==> src/umci_pkg.sv <==
// constants, field positions and carrier types of the modem control and interrupt id block
package umci_pkg;

	// ------------------------------------------------------------
	// register byte offsets on the bus
	// ------------------------------------------------------------
	localparam logic [7:0] OFS_MLC = 8'h00;
	localparam logic [7:0] OFS_MLS = 8'h04;
	localparam logic [7:0] OFS_IEM = 8'h08;
	localparam logic [7:0] OFS_ISI = 8'h0c;
	localparam logic [7:0] OFS_EFC = 8'h10;
	localparam logic [7:0] OFS_QCTL = 8'h14;
	localparam logic [7:0] OFS_THRESH = 8'h18;
	localparam logic [7:0] OFS_TRIG = 8'h1c;
	localparam logic [7:0] OFS_DIVISOR = 8'h20;

	// ------------------------------------------------------------
	// field positions
	// ------------------------------------------------------------
	localparam int MLC_DTR = 0;
	localparam int MLC_RTS = 1;
	localparam int MLC_QRDY = 2;
	localparam int MLC_IRQEN = 3;
	localparam int MLC_LOOP = 4;
	localparam int MLC_XANY = 5;
	localparam int MLC_TACC = 6;
	localparam int MLC_DIV4 = 7;
	localparam int IEM_RX = 0;
	localparam int IEM_TX = 1;
	localparam int IEM_LS = 2;
	localparam int IEM_MS = 3;
	localparam int IEM_SLEEP = 4;
	localparam int IEM_XOFF = 5;
	localparam int IEM_RTS = 6;
	localparam int IEM_CTS = 7;
	localparam int EFC_ENH = 4;
	localparam int QCTL_EN = 0;

	// ------------------------------------------------------------
	// identification codes on bits 5..0, reset values
	// ------------------------------------------------------------
	localparam logic [5:0] ID_LS = 6'h06;
	localparam logic [5:0] ID_RXTO = 6'h0c;
	localparam logic [5:0] ID_RX = 6'h04;
	localparam logic [5:0] ID_TX = 6'h02;
	localparam logic [5:0] ID_MS = 6'h08;
	localparam logic [5:0] ID_XOFF = 6'h10;
	localparam logic [5:0] ID_CR = 6'h20;
	localparam logic [5:0] ID_NONE = 6'h01;
	localparam logic [7:0] RST_BYTE = 8'h00;
	localparam logic [15:0] RST_DIVISOR = 16'h0000;
	localparam logic [31:0] RST_WORD = 32'h0000_0000;

	typedef enum logic [1:0] {
		BUS_IDLE = 2'b01,
		BUS_RDWAIT = 2'b10
	} umci_bus_e;

	// events from the rest of the channel
	typedef struct packed {
		logic line_err;
		logic rx_timeout;
		logic rx_avail;
		logic tx_below;
		logic xoff_det;
	} umci_evt_s;

	// configuration handed to the rest of the channel
	typedef struct packed {
		logic loopback;
		logic xon_any;
		logic sleep_en;
		logic queue_ready_en;
		logic thresh_access;
		logic fifo_en;
		logic [7:0] thresh;
		logic [7:0] trig;
		logic [15:0] divisor;
	} umci_cfg_s;

	typedef struct packed {
		umci_bus_e bus;
		logic wr_pend;
		logic [7:0] wr_adr;
		logic [7:0] rd_adr;
		logic hreadyout;
		logic [31:0] hrdata;
		logic [7:0] mlc;
		logic [7:0] mls;
		logic [7:0] iem;
		logic [7:0] efc;
		logic [7:0] qctl;
		logic [7:0] thresh;
		logic [7:0] trig;
		logic [15:0] divisor;
		logic thr_pend;
		logic tx_below_prev;
		logic xoff_flag;
		logic cts_flag;
		logic rts_flag;
		logic strap_done;
		logic [3:0] divcnt;
		logic tick;
		logic dtr_b;
		logic rts_b;
		logic irq;
		logic rx_serial;
	} umci_state_s;

endpackage

==> src/umci_core.sv <==
// modem control, modem status, interrupt enable and interrupt identification of one uart channel
`timescale 1ns/1ps

// How it works
// - control bit 0 drives dtr_b low when set; loopback feeds status bit 5 instead.
// - control bit 1 drives rts_b low; loopback feeds status bit 4; auto rts overrides.
// - control bit 2 enables the combined queue ready register; loopback feeds status bit 6.
// - control bit 3 enables the interrupt output driver; loopback feeds status bit 7.
// - control bit 4 loops control bits 3..0 into status and serial out into serial in.
// - control bit 5 enables the xon-any function.
// - control bit 6 opens access to threshold and trigger level registers.
// - control bit 7 selects divide by four; starts as inverse of select pin.
// - control bits 7..5 and enable bits 7..4 written only with enhanced bit set.
// - status bits 0,1,3 flag changes; bit 2 flags ring end; read clears.
// - status bits 7..4 show inverted pins, or control bits in loopback.
// - enable bits 0..3 enable receive, transmit, line status and modem interrupts.
// - enable bit 4 enables sleep mode.
// - enable bits 5..7 enable xoff, rts rising and cts rising interrupts.
// - re-enabling transmit interrupt while below threshold raises a new one.
// - identification is read only; bit 0 low while an enabled interrupt pends.
// - identification bits 7 and 6 mirror the queue enable bit.
// - line status error has top priority, code 000110.
// - then timeout/receive, transmit, modem, xoff codes by level 2 to 5.
// - cts or rts rising is lowest priority, code 100000.
// - identification bit 4 means xoff, bit 5 means cts/rts rising.
// - interrupt output asserts whenever any enabled source pends.
// - threshold and trigger writes need enhanced bit and control bit 6.
// - divisor writes are taken only while sleep enable is clear.
module umci_core
	import umci_pkg::*;
#(
	parameter int DIV_SLOW = 4
) (
	input wire logic clk,
	input wire logic rst_b,
	input wire logic hsel,
	input wire logic [31:0] haddr,
	input wire logic [1:0] htrans,
	input wire logic hwrite,
	input wire logic [2:0] hsize,
	input wire logic [31:0] hwdata,
	input wire logic hready,
	output logic hreadyout,
	output logic hresp,
	output logic [31:0] hrdata,
	input wire logic cts_b,
	input wire logic dsr_b,
	input wire logic ri_b,
	input wire logic cd_b,
	output logic dtr_b,
	output logic rts_b,
	input wire logic auto_rts_en,
	input wire logic hw_rts_b,
	input wire logic clock_divide_select_pin,
	input wire logic tx_serial,
	input wire logic rx_pin,
	output logic rx_serial,
	input wire umci_evt_s evt,
	output umci_cfg_s cfg,
	output logic irq,
	output logic irq_oe,
	output logic tick_en
);

	// ------------------------------------------------------------
	// elaboration check
	// ------------------------------------------------------------
	if (DIV_SLOW < 2 || DIV_SLOW > 16) begin : g_bad_div
		$error("DIV_SLOW must lie in 2..16");
	end
	localparam logic [3:0] DIV_LAST = 4'(DIV_SLOW - 1);

	// priority encoder of the identification code
	function automatic logic [5:0] id_code(input logic ls, input logic to, input logic rx, input logic tx,
		input logic ms, input logic xo, input logic cr);
		if (ls) begin
			return ID_LS;
		end else if (to) begin
			return ID_RXTO;
		end else if (rx) begin
			return ID_RX;
		end else if (tx) begin
			return ID_TX;
		end else if (ms) begin
			return ID_MS;
		end else if (xo) begin
			return ID_XOFF;
		end else if (cr) begin
			return ID_CR;
		end
		return ID_NONE;
	endfunction

	umci_state_s q;
	umci_state_s d;
	logic [3:0] cur_hi;
	logic [3:0] set_delta;
	logic [7:0] wb;
	logic src_ls, src_to, src_rx, src_tx, src_ms, src_xo, src_cr;
	logic any_pend;
	logic [5:0] id_now;
	logic [7:0] id_byte;
	logic take;
	logic rd_now;
	logic enh;

	// ------------------------------------------------------------
	// enabled interrupt sources
	// ------------------------------------------------------------
	assign src_ls = q.iem[IEM_LS] & evt.line_err;
	assign src_to = q.iem[IEM_RX] & evt.rx_timeout;
	assign src_rx = q.iem[IEM_RX] & evt.rx_avail;
	assign src_tx = q.iem[IEM_TX] & q.thr_pend;
	assign src_ms = q.iem[IEM_MS] & (|q.mls[3:0]);
	assign src_xo = q.iem[IEM_XOFF] & q.xoff_flag;
	assign src_cr = (q.iem[IEM_RTS] & q.rts_flag) | (q.iem[IEM_CTS] & q.cts_flag);
	assign any_pend = src_ls | src_to | src_rx | src_tx | src_ms | src_xo | src_cr;
	assign id_now = id_code(src_ls, src_to, src_rx, src_tx, src_ms, src_xo, src_cr);
	assign id_byte = {q.qctl[QCTL_EN], q.qctl[QCTL_EN], id_now};
	assign take = hsel & hready & htrans[1];
	assign rd_now = (q.bus == BUS_RDWAIT);
	assign enh = q.efc[EFC_ENH];

	// ------------------------------------------------------------
	// next state
	// ------------------------------------------------------------
	// reads take one wait state so that a write in its data phase lands first
	always_comb begin
		d = q;
		wb = hwdata[7:0];
		// status lines: pins inverted, or control bits in loopback
		if (q.mlc[MLC_LOOP]) begin
			cur_hi = {q.mlc[MLC_IRQEN], q.mlc[MLC_QRDY], q.mlc[MLC_DTR], q.mlc[MLC_RTS]};
		end else begin
			cur_hi = {~cd_b, ~ri_b, ~dsr_b, ~cts_b};
		end
		// ring flags only when its status bit falls, i.e. the pin returns high
		set_delta = {cur_hi[3] ^ q.mls[7], q.mls[6] & ~cur_hi[2], cur_hi[1] ^ q.mls[5],
			cur_hi[0] ^ q.mls[4]};
		d.mls[7:4] = cur_hi;

		// bus address phase
		d.wr_pend = 1'b0;
		d.hreadyout = 1'b1;
		if (q.bus == BUS_IDLE && take) begin
			if (hwrite) begin
				d.wr_pend = 1'b1;
				d.wr_adr = haddr[7:0];
			end else begin
				d.bus = BUS_RDWAIT;
				d.rd_adr = haddr[7:0];
				d.hreadyout = 1'b0;
			end
		end

		// transmit interrupt follows the rising edge of below-threshold
		d.tx_below_prev = evt.tx_below;
		if (!evt.tx_below) begin
			d.thr_pend = 1'b0;
		end
		if (rd_now && q.rd_adr == OFS_ISI && id_now == ID_TX) begin
			d.thr_pend = 1'b0;
		end
		if (rd_now && q.rd_adr == OFS_ISI && id_now == ID_XOFF) begin
			d.xoff_flag = 1'b0;
		end
		if (rd_now && q.rd_adr == OFS_ISI && id_now == ID_CR) begin
			d.cts_flag = 1'b0;
			d.rts_flag = 1'b0;
		end

		// read data phase
		if (rd_now) begin
			d.bus = BUS_IDLE;
			d.hrdata = RST_WORD;
			case (q.rd_adr)
				OFS_MLC: d.hrdata[7:0] = q.mlc;
				OFS_MLS: begin
					d.hrdata[7:0] = q.mls;
					d.mls[3:0] = 4'h0;
				end
				OFS_IEM: d.hrdata[7:0] = q.iem;
				OFS_ISI: d.hrdata[7:0] = id_byte;
				OFS_EFC: d.hrdata[7:0] = q.efc;
				OFS_QCTL: d.hrdata[7:0] = q.qctl;
				OFS_THRESH: d.hrdata[7:0] = q.thresh;
				OFS_TRIG: d.hrdata[7:0] = q.trig;
				OFS_DIVISOR: d.hrdata[15:0] = q.divisor;
				default: d.hrdata = RST_WORD;
			endcase
		end
		// fresh changes win over the clear of a read
		d.mls[3:0] = d.mls[3:0] | set_delta;

		// write data phase
		if (q.wr_pend) begin
			case (q.wr_adr)
				OFS_MLC: begin
					d.mlc[4:0] = wb[4:0];
					if (enh) begin
						d.mlc[7:5] = wb[7:5];
					end
				end
				OFS_IEM: begin
					d.iem[3:0] = wb[3:0];
					if (enh) begin
						d.iem[7:4] = wb[7:4];
					end
					if (!q.iem[IEM_TX] && wb[IEM_TX] && evt.tx_below) begin
						d.thr_pend = 1'b1;
					end
				end
				OFS_EFC: d.efc = wb;
				OFS_QCTL: d.qctl[QCTL_EN] = wb[QCTL_EN];
				OFS_THRESH: begin
					if (enh && q.mlc[MLC_TACC]) begin
						d.thresh = wb;
					end
				end
				OFS_TRIG: begin
					if (enh && q.mlc[MLC_TACC]) begin
						d.trig = wb;
					end
				end
				OFS_DIVISOR: begin
					if (!q.iem[IEM_SLEEP]) begin
						d.divisor = hwdata[15:0];
					end
				end
				default: d.efc = q.efc;
			endcase
		end

		// event flags set after the clears, so a coincident event is kept
		if (evt.tx_below && !q.tx_below_prev) begin
			d.thr_pend = 1'b1;
		end
		if (evt.xoff_det) begin
			d.xoff_flag = 1'b1;
		end
		if (q.mls[4] && !cur_hi[0]) begin
			d.cts_flag = 1'b1;
		end

		// clock select caught once, right after reset release
		if (!q.strap_done) begin
			d.strap_done = 1'b1;
			d.mlc[MLC_DIV4] = ~clock_divide_select_pin;
		end

		// input clock enable: every cycle, or one in DIV_SLOW
		if (q.mlc[MLC_DIV4]) begin
			d.divcnt = (q.divcnt == DIV_LAST) ? 4'h0 : q.divcnt + 4'h1;
			d.tick = (q.divcnt == DIV_LAST);
		end else begin
			d.divcnt = 4'h0;
			d.tick = 1'b1;
		end

		// modem outputs go inactive in loopback; auto rts takes the pin over
		d.dtr_b = ~(d.mlc[MLC_DTR] & ~d.mlc[MLC_LOOP]);
		if (d.mlc[MLC_LOOP]) begin
			d.rts_b = 1'b1;
		end else if (auto_rts_en) begin
			d.rts_b = hw_rts_b;
		end else begin
			d.rts_b = ~d.mlc[MLC_RTS];
		end
		if (!q.rts_b && d.rts_b) begin
			d.rts_flag = 1'b1;
		end
		d.rx_serial = q.mlc[MLC_LOOP] ? tx_serial : rx_pin;
		d.irq = any_pend;
	end

	// ------------------------------------------------------------
	// state register
	// ------------------------------------------------------------
	always_ff @(posedge clk or negedge rst_b) begin
		if (!rst_b) begin
			q.bus <= BUS_IDLE;
			q.wr_pend <= 1'b0;
			q.wr_adr <= RST_BYTE;
			q.rd_adr <= RST_BYTE;
			q.hreadyout <= 1'b1;
			q.hrdata <= RST_WORD;
			q.mlc <= RST_BYTE;
			q.mls <= RST_BYTE;
			q.iem <= RST_BYTE;
			q.efc <= RST_BYTE;
			q.qctl <= RST_BYTE;
			q.thresh <= RST_BYTE;
			q.trig <= RST_BYTE;
			q.divisor <= RST_DIVISOR;
			q.thr_pend <= 1'b0;
			q.tx_below_prev <= 1'b0;
			q.xoff_flag <= 1'b0;
			q.cts_flag <= 1'b0;
			q.rts_flag <= 1'b0;
			q.strap_done <= 1'b0;
			q.divcnt <= 4'h0;
			q.tick <= 1'b0;
			q.dtr_b <= 1'b1;
			q.rts_b <= 1'b1;
			q.irq <= 1'b0;
			q.rx_serial <= 1'b1;
		end else begin
			q <= d;
		end
	end

	// ------------------------------------------------------------
	// outputs, straight from the state register except hresp, which is tied low
	// ------------------------------------------------------------
	assign hreadyout = q.hreadyout;
	assign hresp = 1'b0;
	assign hrdata = q.hrdata;
	assign dtr_b = q.dtr_b;
	assign rts_b = q.rts_b;
	assign rx_serial = q.rx_serial;
	assign irq = q.irq;
	assign irq_oe = q.mlc[MLC_IRQEN];
	assign tick_en = q.tick;
	assign cfg = '{loopback: q.mlc[MLC_LOOP], xon_any: q.mlc[MLC_XANY], sleep_en: q.iem[IEM_SLEEP],
		queue_ready_en: q.mlc[MLC_QRDY], thresh_access: q.mlc[MLC_TACC], fifo_en: q.qctl[QCTL_EN],
		thresh: q.thresh, trig: q.trig, divisor: q.divisor};
endmodule

==> config.mk <==
export PLATFORM = sky130hd
export DESIGN_NAME = umci_core
export DESIGN_NICKNAME = d
export VERILOG_FILES = /design/src/umci_pkg.sv /design/src/umci_core.sv
export SDC_FILE = /design/constraint.sdc
export NUM_CORES = 1
export LEC_CHECK = 0
export BUFFER_PORTS_ARGS = -buffer_cell sky130_fd_sc_hd__buf_2
export CORE_MARGIN = 2
export CORE_UTILIZATION = 57
export CTS_CLUSTER_DIAMETER = 30
export DETAILED_ROUTE_END_ITERATION = 8
export HOLD_SLACK_MARGIN = 0.15
export PLACE_DENSITY = 0.82
export SLEW_MARGIN = 10
export SYNTH_ARGS = -nofsm -noshare
export SYNTH_HDL_FRONTEND = slang
export SYNTH_SLANG_ARGS = --single-unit
==> constraint.sdc <==
create_clock -name clk -period 5.2 [get_ports clk]
set_input_delay 0.78 -clock clk [delete_from_list [all_inputs] [get_ports clk]]
set_output_delay 0.78 -clock clk [all_outputs]
set_load 0.1 [all_outputs]
* Yosys cells after proc, flatten, opt, wreduce, memory -nomap -nowiden
Cells that the tools add are included.
** Word-level totals
- Bits in registers :: 116
- Bits of input ports :: 88
- Logic and storage cells :: 169
** Operators by class
- Add/sub/neg operators :: 1
- Equal/unequal tests :: 24
- Mux-type cells :: 45
- Bitwise logic cells :: 34
- Reductions and logical operators :: 35
** Operator list (number)
- $pmux W8 S9 :: 1
- $eq A8 B5 Y1 const B :: 8
- $mux W6 :: 8
- $eq A8 B4 Y1 const B :: 3
- $mux W8 :: 3
- $mux W1 :: 21
- $mux W20 :: 1
- $mux W9 :: 2
- $reduce_and A3 Y1 :: 6
- $eq A8 B6 Y1 const B :: 2
- $logic_not A8 Y1 :: 2
- $mux W4 :: 4
- $reduce_and A2 Y1 :: 7
- $and A1 B1 Y1 :: 12
- $logic_and A1 B1 Y1 :: 11
- $not A1 Y1 :: 11
- $eq A8 B3 Y1 const B :: 1
- $ne A2 B1 Y1 const B :: 4
- $reduce_bool A2 Y1 :: 4
- $or A1 B1 Y1 :: 7
- $eq A6 B2 Y1 const B :: 1
- $eq A6 B5 Y1 const B :: 1
- $eq A6 B6 Y1 const B :: 1
- $mux W2 :: 3
- other kinds (10) :: 15

* Logic depth before layout (Yosys ltp)
Gate-level depths: netlist (run 1).
- Depth in word-level cells :: 17
- Depth in mapped cells :: 6

* Worst setup path before layout (run 1)
Ideal clock, no wire load.
- Kind :: flip-flop to flip-flop
- Start :: reg q[129] in the netlist's numbering
- End :: reg q, in the netlist cfg[10]
- Setup time :: 125 ps
- Data arrival time :: 1889 ps
- Required time :: 5075 ps
- Slack :: 3186 ps
- Cell stages (with the launch flop) :: 7
- Buffers on the path :: 2
- Period minus slack after synthesis :: 2014 ps
- Cells stage by stage :: dfrtp_1 nor4b_4 nand2_2 or4_4 buf_6 buf_12 mux2_4
** Between the ends
- Cells in the longest elaborated chain, start to end :: 2
** Ends and longest elaborated chain
- start: declaration :: RTL line umci_core.sv:94 : umci_state_s q;
- $eq A8 B6 Y1 :: RTL line umci_core.sv:197 : case (q.wr_adr)
- $reduce_and A3 Y1 (no line)
Every way passes these cells.
A chain may end at the register's enable or synchronous reset.

* Final worst setup path (run 1)
- Start :: reg q[125] in the netlist's numbering
- End :: reg q[10] in the netlist's numbering
** Between the ends
- Cells in the longest elaborated chain, start to end :: 4
** Ends and longest elaborated chain
- $eq A8 B4 Y1 :: RTL line umci_core.sv:167 : if (rd_now && q.rd_adr == OFS_ISI && id_now == ID_CR) begin
- $logic_and A1 B1 Y1 (2 in a row) :: RTL line umci_core.sv:167
- $reduce_bool A2 Y1 (no line)
Every way passes these cells.

==> impl_metrics.tcl, run 1 <==
set metrics [dict create \
    outcome "complete, no violations" \
    antenna_found_initial 0 \
    synth-seq-cells 116 \
    routabilityCongestion 0.892 \
    slew_violations 0 \
    die_w_um 106 \
    cts_buffer_depth 2 \
    cts_buffers 17 \
    synth_xor_area_share_pct 0.446 \
    drive_above_1_share_pct 38.9 \
    setup_slack_ns 2.09 \
    tightestPinTransition_ns 1.08 \
    dpl_worst_slack_ns 2.13 \
    cts_tree "yes" \
    crit_type "reg -> reg" \
    vias 4078 \
    seq_area_frac_synth_pct 49.4 \
    core_mm2 0.0102 \
    layout_common_cells "111 x dfrtp_1, 103 x buf_2, 60 x mux2_2, 24 x nand2_1, 23 x mux2i_1" \
    fillCellCount 773 \
    cts_htree_levels 4 \
    hold_viol 0 \
    initial_core_util_pct 57.8 \
    rsz0062_at_grt "false" \
    grt_start_max_net_pins 77 \
    design_area_mm2 0.00659 \
    endpoint_kind "flip-flop" \
    num_rows 37 \
    clock-sinks 116 \
    wl_um 13700 \
    slew_headroom_pct 27.9 \
    power_density_mw_per_mm2 523 \
    min_period_over_period_pct 59.9 \
    io_pins 166 \
    arrival_ns 3.53 \
    cp_max_fo 22 \
    place_hpwl_um 9540 \
    area_growth_pct 11.9 \
    syn_area_per_cell_um2 11.8 \
    final_antenna_net_count 0 \
    r2r_slack_ns 2.09 \
    first_pass_iters 5 \
    async_reset_ff_share_pct 100 \
    grt_usage_pct 26.1 \
    ctsRootBufferMaster "clkbuf_8" \
    dieArea_mm2 0.0112 \
    first_global_vias 4111 \
    placed_area_mm2 0.00600 \
    viasPerCell 5.85 \
    cts_resized 0 \
    fin_nets 638 \
    p_leak_nw 3.11 \
    die_y_um 106 \
    final_core_util_pct 64.7 \
    synth_fa_ha_area_share_pct 0.425 \
    ir_drop_v 0.000248 \
    max_freq_mhz 321 \
    synthMuxAreaShare_pct 17.9 \
    insertion_delay_ns 0.53 \
    path_clk_slew_ns 0.06 \
    post_drt_wl_per_cell_um 19.6 \
    setup_viol 0 \
    hp-class "in -> async" \
    synth_ff_type "dfrtp_1" \
    yosys.area_share.simple_pct 11.5 \
    synth-edff-count 0 \
    antenna_cells 0 \
    post_cts_buffers 0 \
    mappedNetlistArea_mm2 0.00589 \
    finalClockSkew_ns 0.00737 \
    port_buffers 104 \
    r2r_cells 4 \
    ys.warnings.count 0 \
    cap_violations 0 \
    drc 0 \
    drtIter0Drc 289 \
    fin_tns_setup_ns 0 \
    synthCells 501 \
    fin_crit_ns 3.11 \
    start_kind "flip-flop" \
    grt_pass1_wl_um 22200 \
    gr-total-overflow 0 \
    required_ns 5.61 \
    final_common_cell "dfrtp_1" \
    synth.distinct_cells 62 \
    synth_compound_area_share_pct 8.27 \
    synth_top_family_by_area "multiplexers" \
    cts_hold_buf 0 \
]
sequential cells by signal, summed over array words and instances (netlist names):
signal / count
irq: 1
rts_b: 1
enh: 1
irq_oe: 1
tick_en: 1
q: 54
hreadyout: 1
cfg: 38
dtr_b: 1
rx_serial: 1
hrdata: 16
final timing paths:
kind / from / to
min in group clk: evt[1] / q[13]$_DFF_PN0_
worst min register to register: q[13]$_DFF_PN0_ / q[14]$_DFF_PN0_
worst max register to register: q[125]$_DFFE_PN0P_ / q[10]$_DFFE_PN0P_
worst min-delay path: rst_b / q[66]$_DFFE_PN0P_
max in group asynchronous: rst_b / rx_serial$_DFF_PN1_
worst max-delay path: q[125]$_DFFE_PN0P_ / q[10]$_DFFE_PN0P_
cell usage after synthesis, drive strengths merged, types with 2 or more instances:
master / n / area, um2
and2: 6 / 37.5
nor4: 4 / 25.0
a22oi: 4 / 30.0
dfstp: 5 / 131
dfrtp: 111 / 2780
nor3: 13 / 91.3
a211o: 2 / 17.5
nor2: 14 / 52.6
nand4: 7 / 43.8
buf: 78 / 588
a22o: 9 / 78.8
nand2b: 4 / 25.0
or3: 2 / 12.5
nand2: 25 / 96.4
o21ai: 12 / 60.1
a21o: 4 / 30.0
clkbuf: 15 / 56.3
a2111oi: 4 / 35.0
a41oi: 2 / 17.5
a221oi: 5 / 43.8
xnor2: 3 / 26.3
or3b: 2 / 17.5
inv: 14 / 52.6
conb: 2 / 7.51
a21oi: 5 / 25.0
nor2b: 5 / 31.3
ha: 2 / 25.0
a32oi: 3 / 26.3
or4: 3 / 26.3
nor4b: 5 / 65.1
nand3b: 8 / 60.1
or2: 2 / 12.5
o211ai: 2 / 15.0
or4b: 2 / 20.0
nand3: 6 / 30.0
mux2i: 23 / 230
mux2: 70 / 826
a31oi: 6 / 37.5
where the power goes:
part / switching (W) / internal (W) / total [W] / leakage [nW]
registers: 0.000271 / 0.00106 / 0.00134 / 1.44
clock network: 0.000380 / 0.000759 / 0.00114 / 0.283
logic: 0.000690 / 0.000282 / 0.000972 / 1.39
logic make-up (layout without fill, tap and decap cells):
| group | Yosys count | after routing |
|---|---|---|
| AO/OA/AOI/OAI | 66 | 66 |
| adder cells (fa/ha/maj) | 2 | 2 |
| other | 2 | 18 |
| multiplexers | 93 | 93 |
| XOR/XNOR | 3 | 3 |
| AND/OR/NAND/NOR | 112 | 112 |
| flip-flops | 116 | 116 |
| buffers and inverters | 107 | 151 |
cell type report:
class | instances | area (um2) | area share [%]
Clock inverter | 3 | 67.6 | 1.03
Tap cell | 136 | 170 | 2.58
Multi-Input combinational cell | 294 | 2340 | 35.5
Sequential cell | 116 | 2910 | 44.1
Timing Repair Buffer | 105 | 531 | 8.05
Inverter | 14 | 52.6 | 0.797
Clock buffer | 29 | 519 | 7.88
per-stage QoR:
step	instances	power [W]	hold WS (ns)
2_1_floorplan	517	0.00213	0.399
3_3_place_gp	665	0.00227	0.421
3_5_place_dp	665	0.00230	0.416
4_1_cts	697	0.00345	0.369
5_1_grt	697	0.00358	0.380
6_report	697	0.00345	0.376
routing by layer:
layer / wire length, um / vias to the layer above / global-route usage, %
met4: 400 / 0 / 11.5
met1: 5790 / 2034 / 35.2
met2: 6650 / 194 / 40.6
met3: 843 / 35 / 6.25
li1: - / 1815 / -
met5: 0 / - / 0
worst max-delay path, stage by stage, from the launching register on:
cell	delay (ns)
dfrtp_1	0.71
or4b_1	0.73
nor4b_2	0.92
nand4_1	0.27
a211o_1	0.36
(Power assumes the default switching activity.)
==> inputs of run 2 (changes only) <==
CORE_UTILIZATION = 53   (was 57)
PLACE_DENSITY = 0.77   (was 0.82)
clock period = 3.13 ns   (was 5.2 ns; I/O delays follow)
==> run 2 against run 1 <==
Global-route usage fell by 1.9 points. First-iteration DRC count up 2.8%. Via count grew 1.4%. Utilization is 3.4 points lower.
==> impl_metrics.tcl, run 2 (same netlist as run 1, synthesis figures left out) <==
set metrics [dict create \
    place_hpwl_um 9940 \
    antenna_cells 0 \
    cts_tree "yes" \
    area_growth_pct 12.9 \
    drtIter0Drc 297 \
    largest_reg_flops 54 \
    grt_usage_pct 24.2 \
    drc 0 \
    first_global_vias 4105 \
    fin_nets 654 \
    power_density_mw_per_mm2 835 \
    grt_pass1_wl_um 21700 \
    dieArea_mm2 0.0120 \
    first_pass_iters 5 \
    gr-total-overflow 0 \
    vias 4135 \
    core_mm2 0.0108 \
    path_clk_slew_ns 0.06 \
    grt_start_max_net_pins 47 \
    p_leak_nw 3.16 \
    io_pins 166 \
    endpoint_kind "flip-flop" \
    cts_buffers 17 \
    post_drt_wl_per_cell_um 19.3 \
    port_buffers 104 \
    hold_viol 0 \
    antenna_found_initial 0 \
    max_freq_mhz 427 \
    die_y_um 109 \
    final_antenna_net_count 0 \
    rsz0062_at_grt "false" \
    seq_area_mm2 0.00291 \
    hp-class "in -> reg" \
    clock-sinks 116 \
    placed_area_mm2 0.00610 \
    drive_above_1_share_pct 39.9 \
    outcome "complete, no violations" \
    required_ns 3.56 \
    top_register "q" \
    cap_violations 0 \
    final_core_util_pct 61.3 \
    finalClockSkew_ns 0.00626 \
    fin_crit_ns 2.34 \
    setup_viol 0 \
    viasPerCell 5.77 \
    ctsRootBufferMaster "clkbuf_8" \
    cts_resized 0 \
    routabilityCongestion 0.883 \
    cp_max_fo 11 \
    initial_core_util_pct 54.3 \
    hold_ws_ns 0.188 \
    min_period_over_period_pct 74.9 \
    arrival_ns 2.77 \
    fillCellCount 864 \
    slew_headroom_pct 42.1 \
    num_rows 38 \
    start_kind "flip-flop" \
    layout_common_cells "111 x dfrtp_1, 103 x buf_2, 60 x mux2_2, 24 x nand2_1, 23 x mux2i_1" \
    die_w_um 109 \
    wl_um 13900 \
    fin_tns_setup_ns 0 \
    design_area_mm2 0.00665 \
    crit_type "reg -> reg" \
    slew_violations 0 \
    tightestPinTransition_ns 0.863 \
    insertion_delay_ns 0.51 \
    final_common_cell "dfrtp_1" \
    cts_buffer_depth 2 \
    ir_drop_v 0.000492 \
    cts_htree_levels 4 \
    multi_input_area_mm2 0.00234 \
]
[run 2: cell count changes in the layout (fill, tap and decap cells not counted), sizes merged]
cell / change
bufinv: -2
clkbuf: -3
clkinv: +6
clkinvlp: -1
dlygate4sd3: +4
buf: +12
[run 2: stage by stage]
stage | std cells | setup WS [ns] | power, W
CTS | 717 | 0.862 | 0.00556
detailed placement | 681 | 0.877 | 0.00388
finish | 717 | 0.786 | 0.00555
floorplan | 517 | 1.12 | 0.00355
global placement | 681 | 0.896 | 0.00383
global route | 717 | 0.676 | 0.00578
[run 2: final cells by class]
cell class	count	area share (%)
Clock buffer	26	7.19
Clock inverter	6	0.452
Inverter	14	0.791
Multi-Input combinational cell	294	35.2
Sequential cell	116	43.8
Tap cell	140	2.64
Timing Repair Buffer	121	9.94
[run 2: final timing paths]
check | cells past startpoint | slack, ns | start | to
max in group asynchronous | 3 | 1.75 | rst_b | q[137]$_DFFE_PN1P_
worst min-delay path | 2 | 0.19 | auto_rts_en | rts_b$_DFF_PN1_
worst max-delay path | 4 | 0.79 | q[122]$_DFFE_PN0P_ | hrdata[1]$_DFFE_PN0P_
min in group asynchronous | 2 | 0.51 | rst_b | cfg[27]$_DFFE_PN0P_
worst max register to register | 4 | 0.79 | q[122]$_DFFE_PN0P_ | hrdata[1]$_DFFE_PN0P_
worst min register to register | 1 | 0.43 | q[13]$_DFF_PN0_ | q[14]$_DFF_PN0_
[run 2: where the power goes]
| part | switching [W] | total (W) | internal [W] |
|---|---|---|---|
| sequential | 0.000320 | 0.00209 | 0.00177 |
| clock | 0.000631 | 0.00166 | 0.00103 |
| combinational | 0.00129 | 0.00180 | 0.000511 |
| total | 0.00224 | 0.00555 | 0.00331 |
[run 2: metal layers]
metal / GRT usage (%) / up-vias / routed length [um]
met4: 8.14 / 0 / 259
li1: - / 1842 / -
met3: 6.16 / 22 / 881
met5: 0 / - / 0
met1: 33.6 / 2091 / 6180
met2: 37.3 / 180 / 6530
[run 2: what timing repair did]
action / 4_1_cts / 5_1_grt
hold endpoints to repair: 42 / 0
hold buffers: 4 / 0
setup buffers: 0 / 0
[run 2: critical path: stages (launching register included)]
cell,delay (ns)
dfrtp_1,0.53
or3_1,0.61
a211oi_1,0.80
a32oi_1,0.20
o21ai_0,0.12
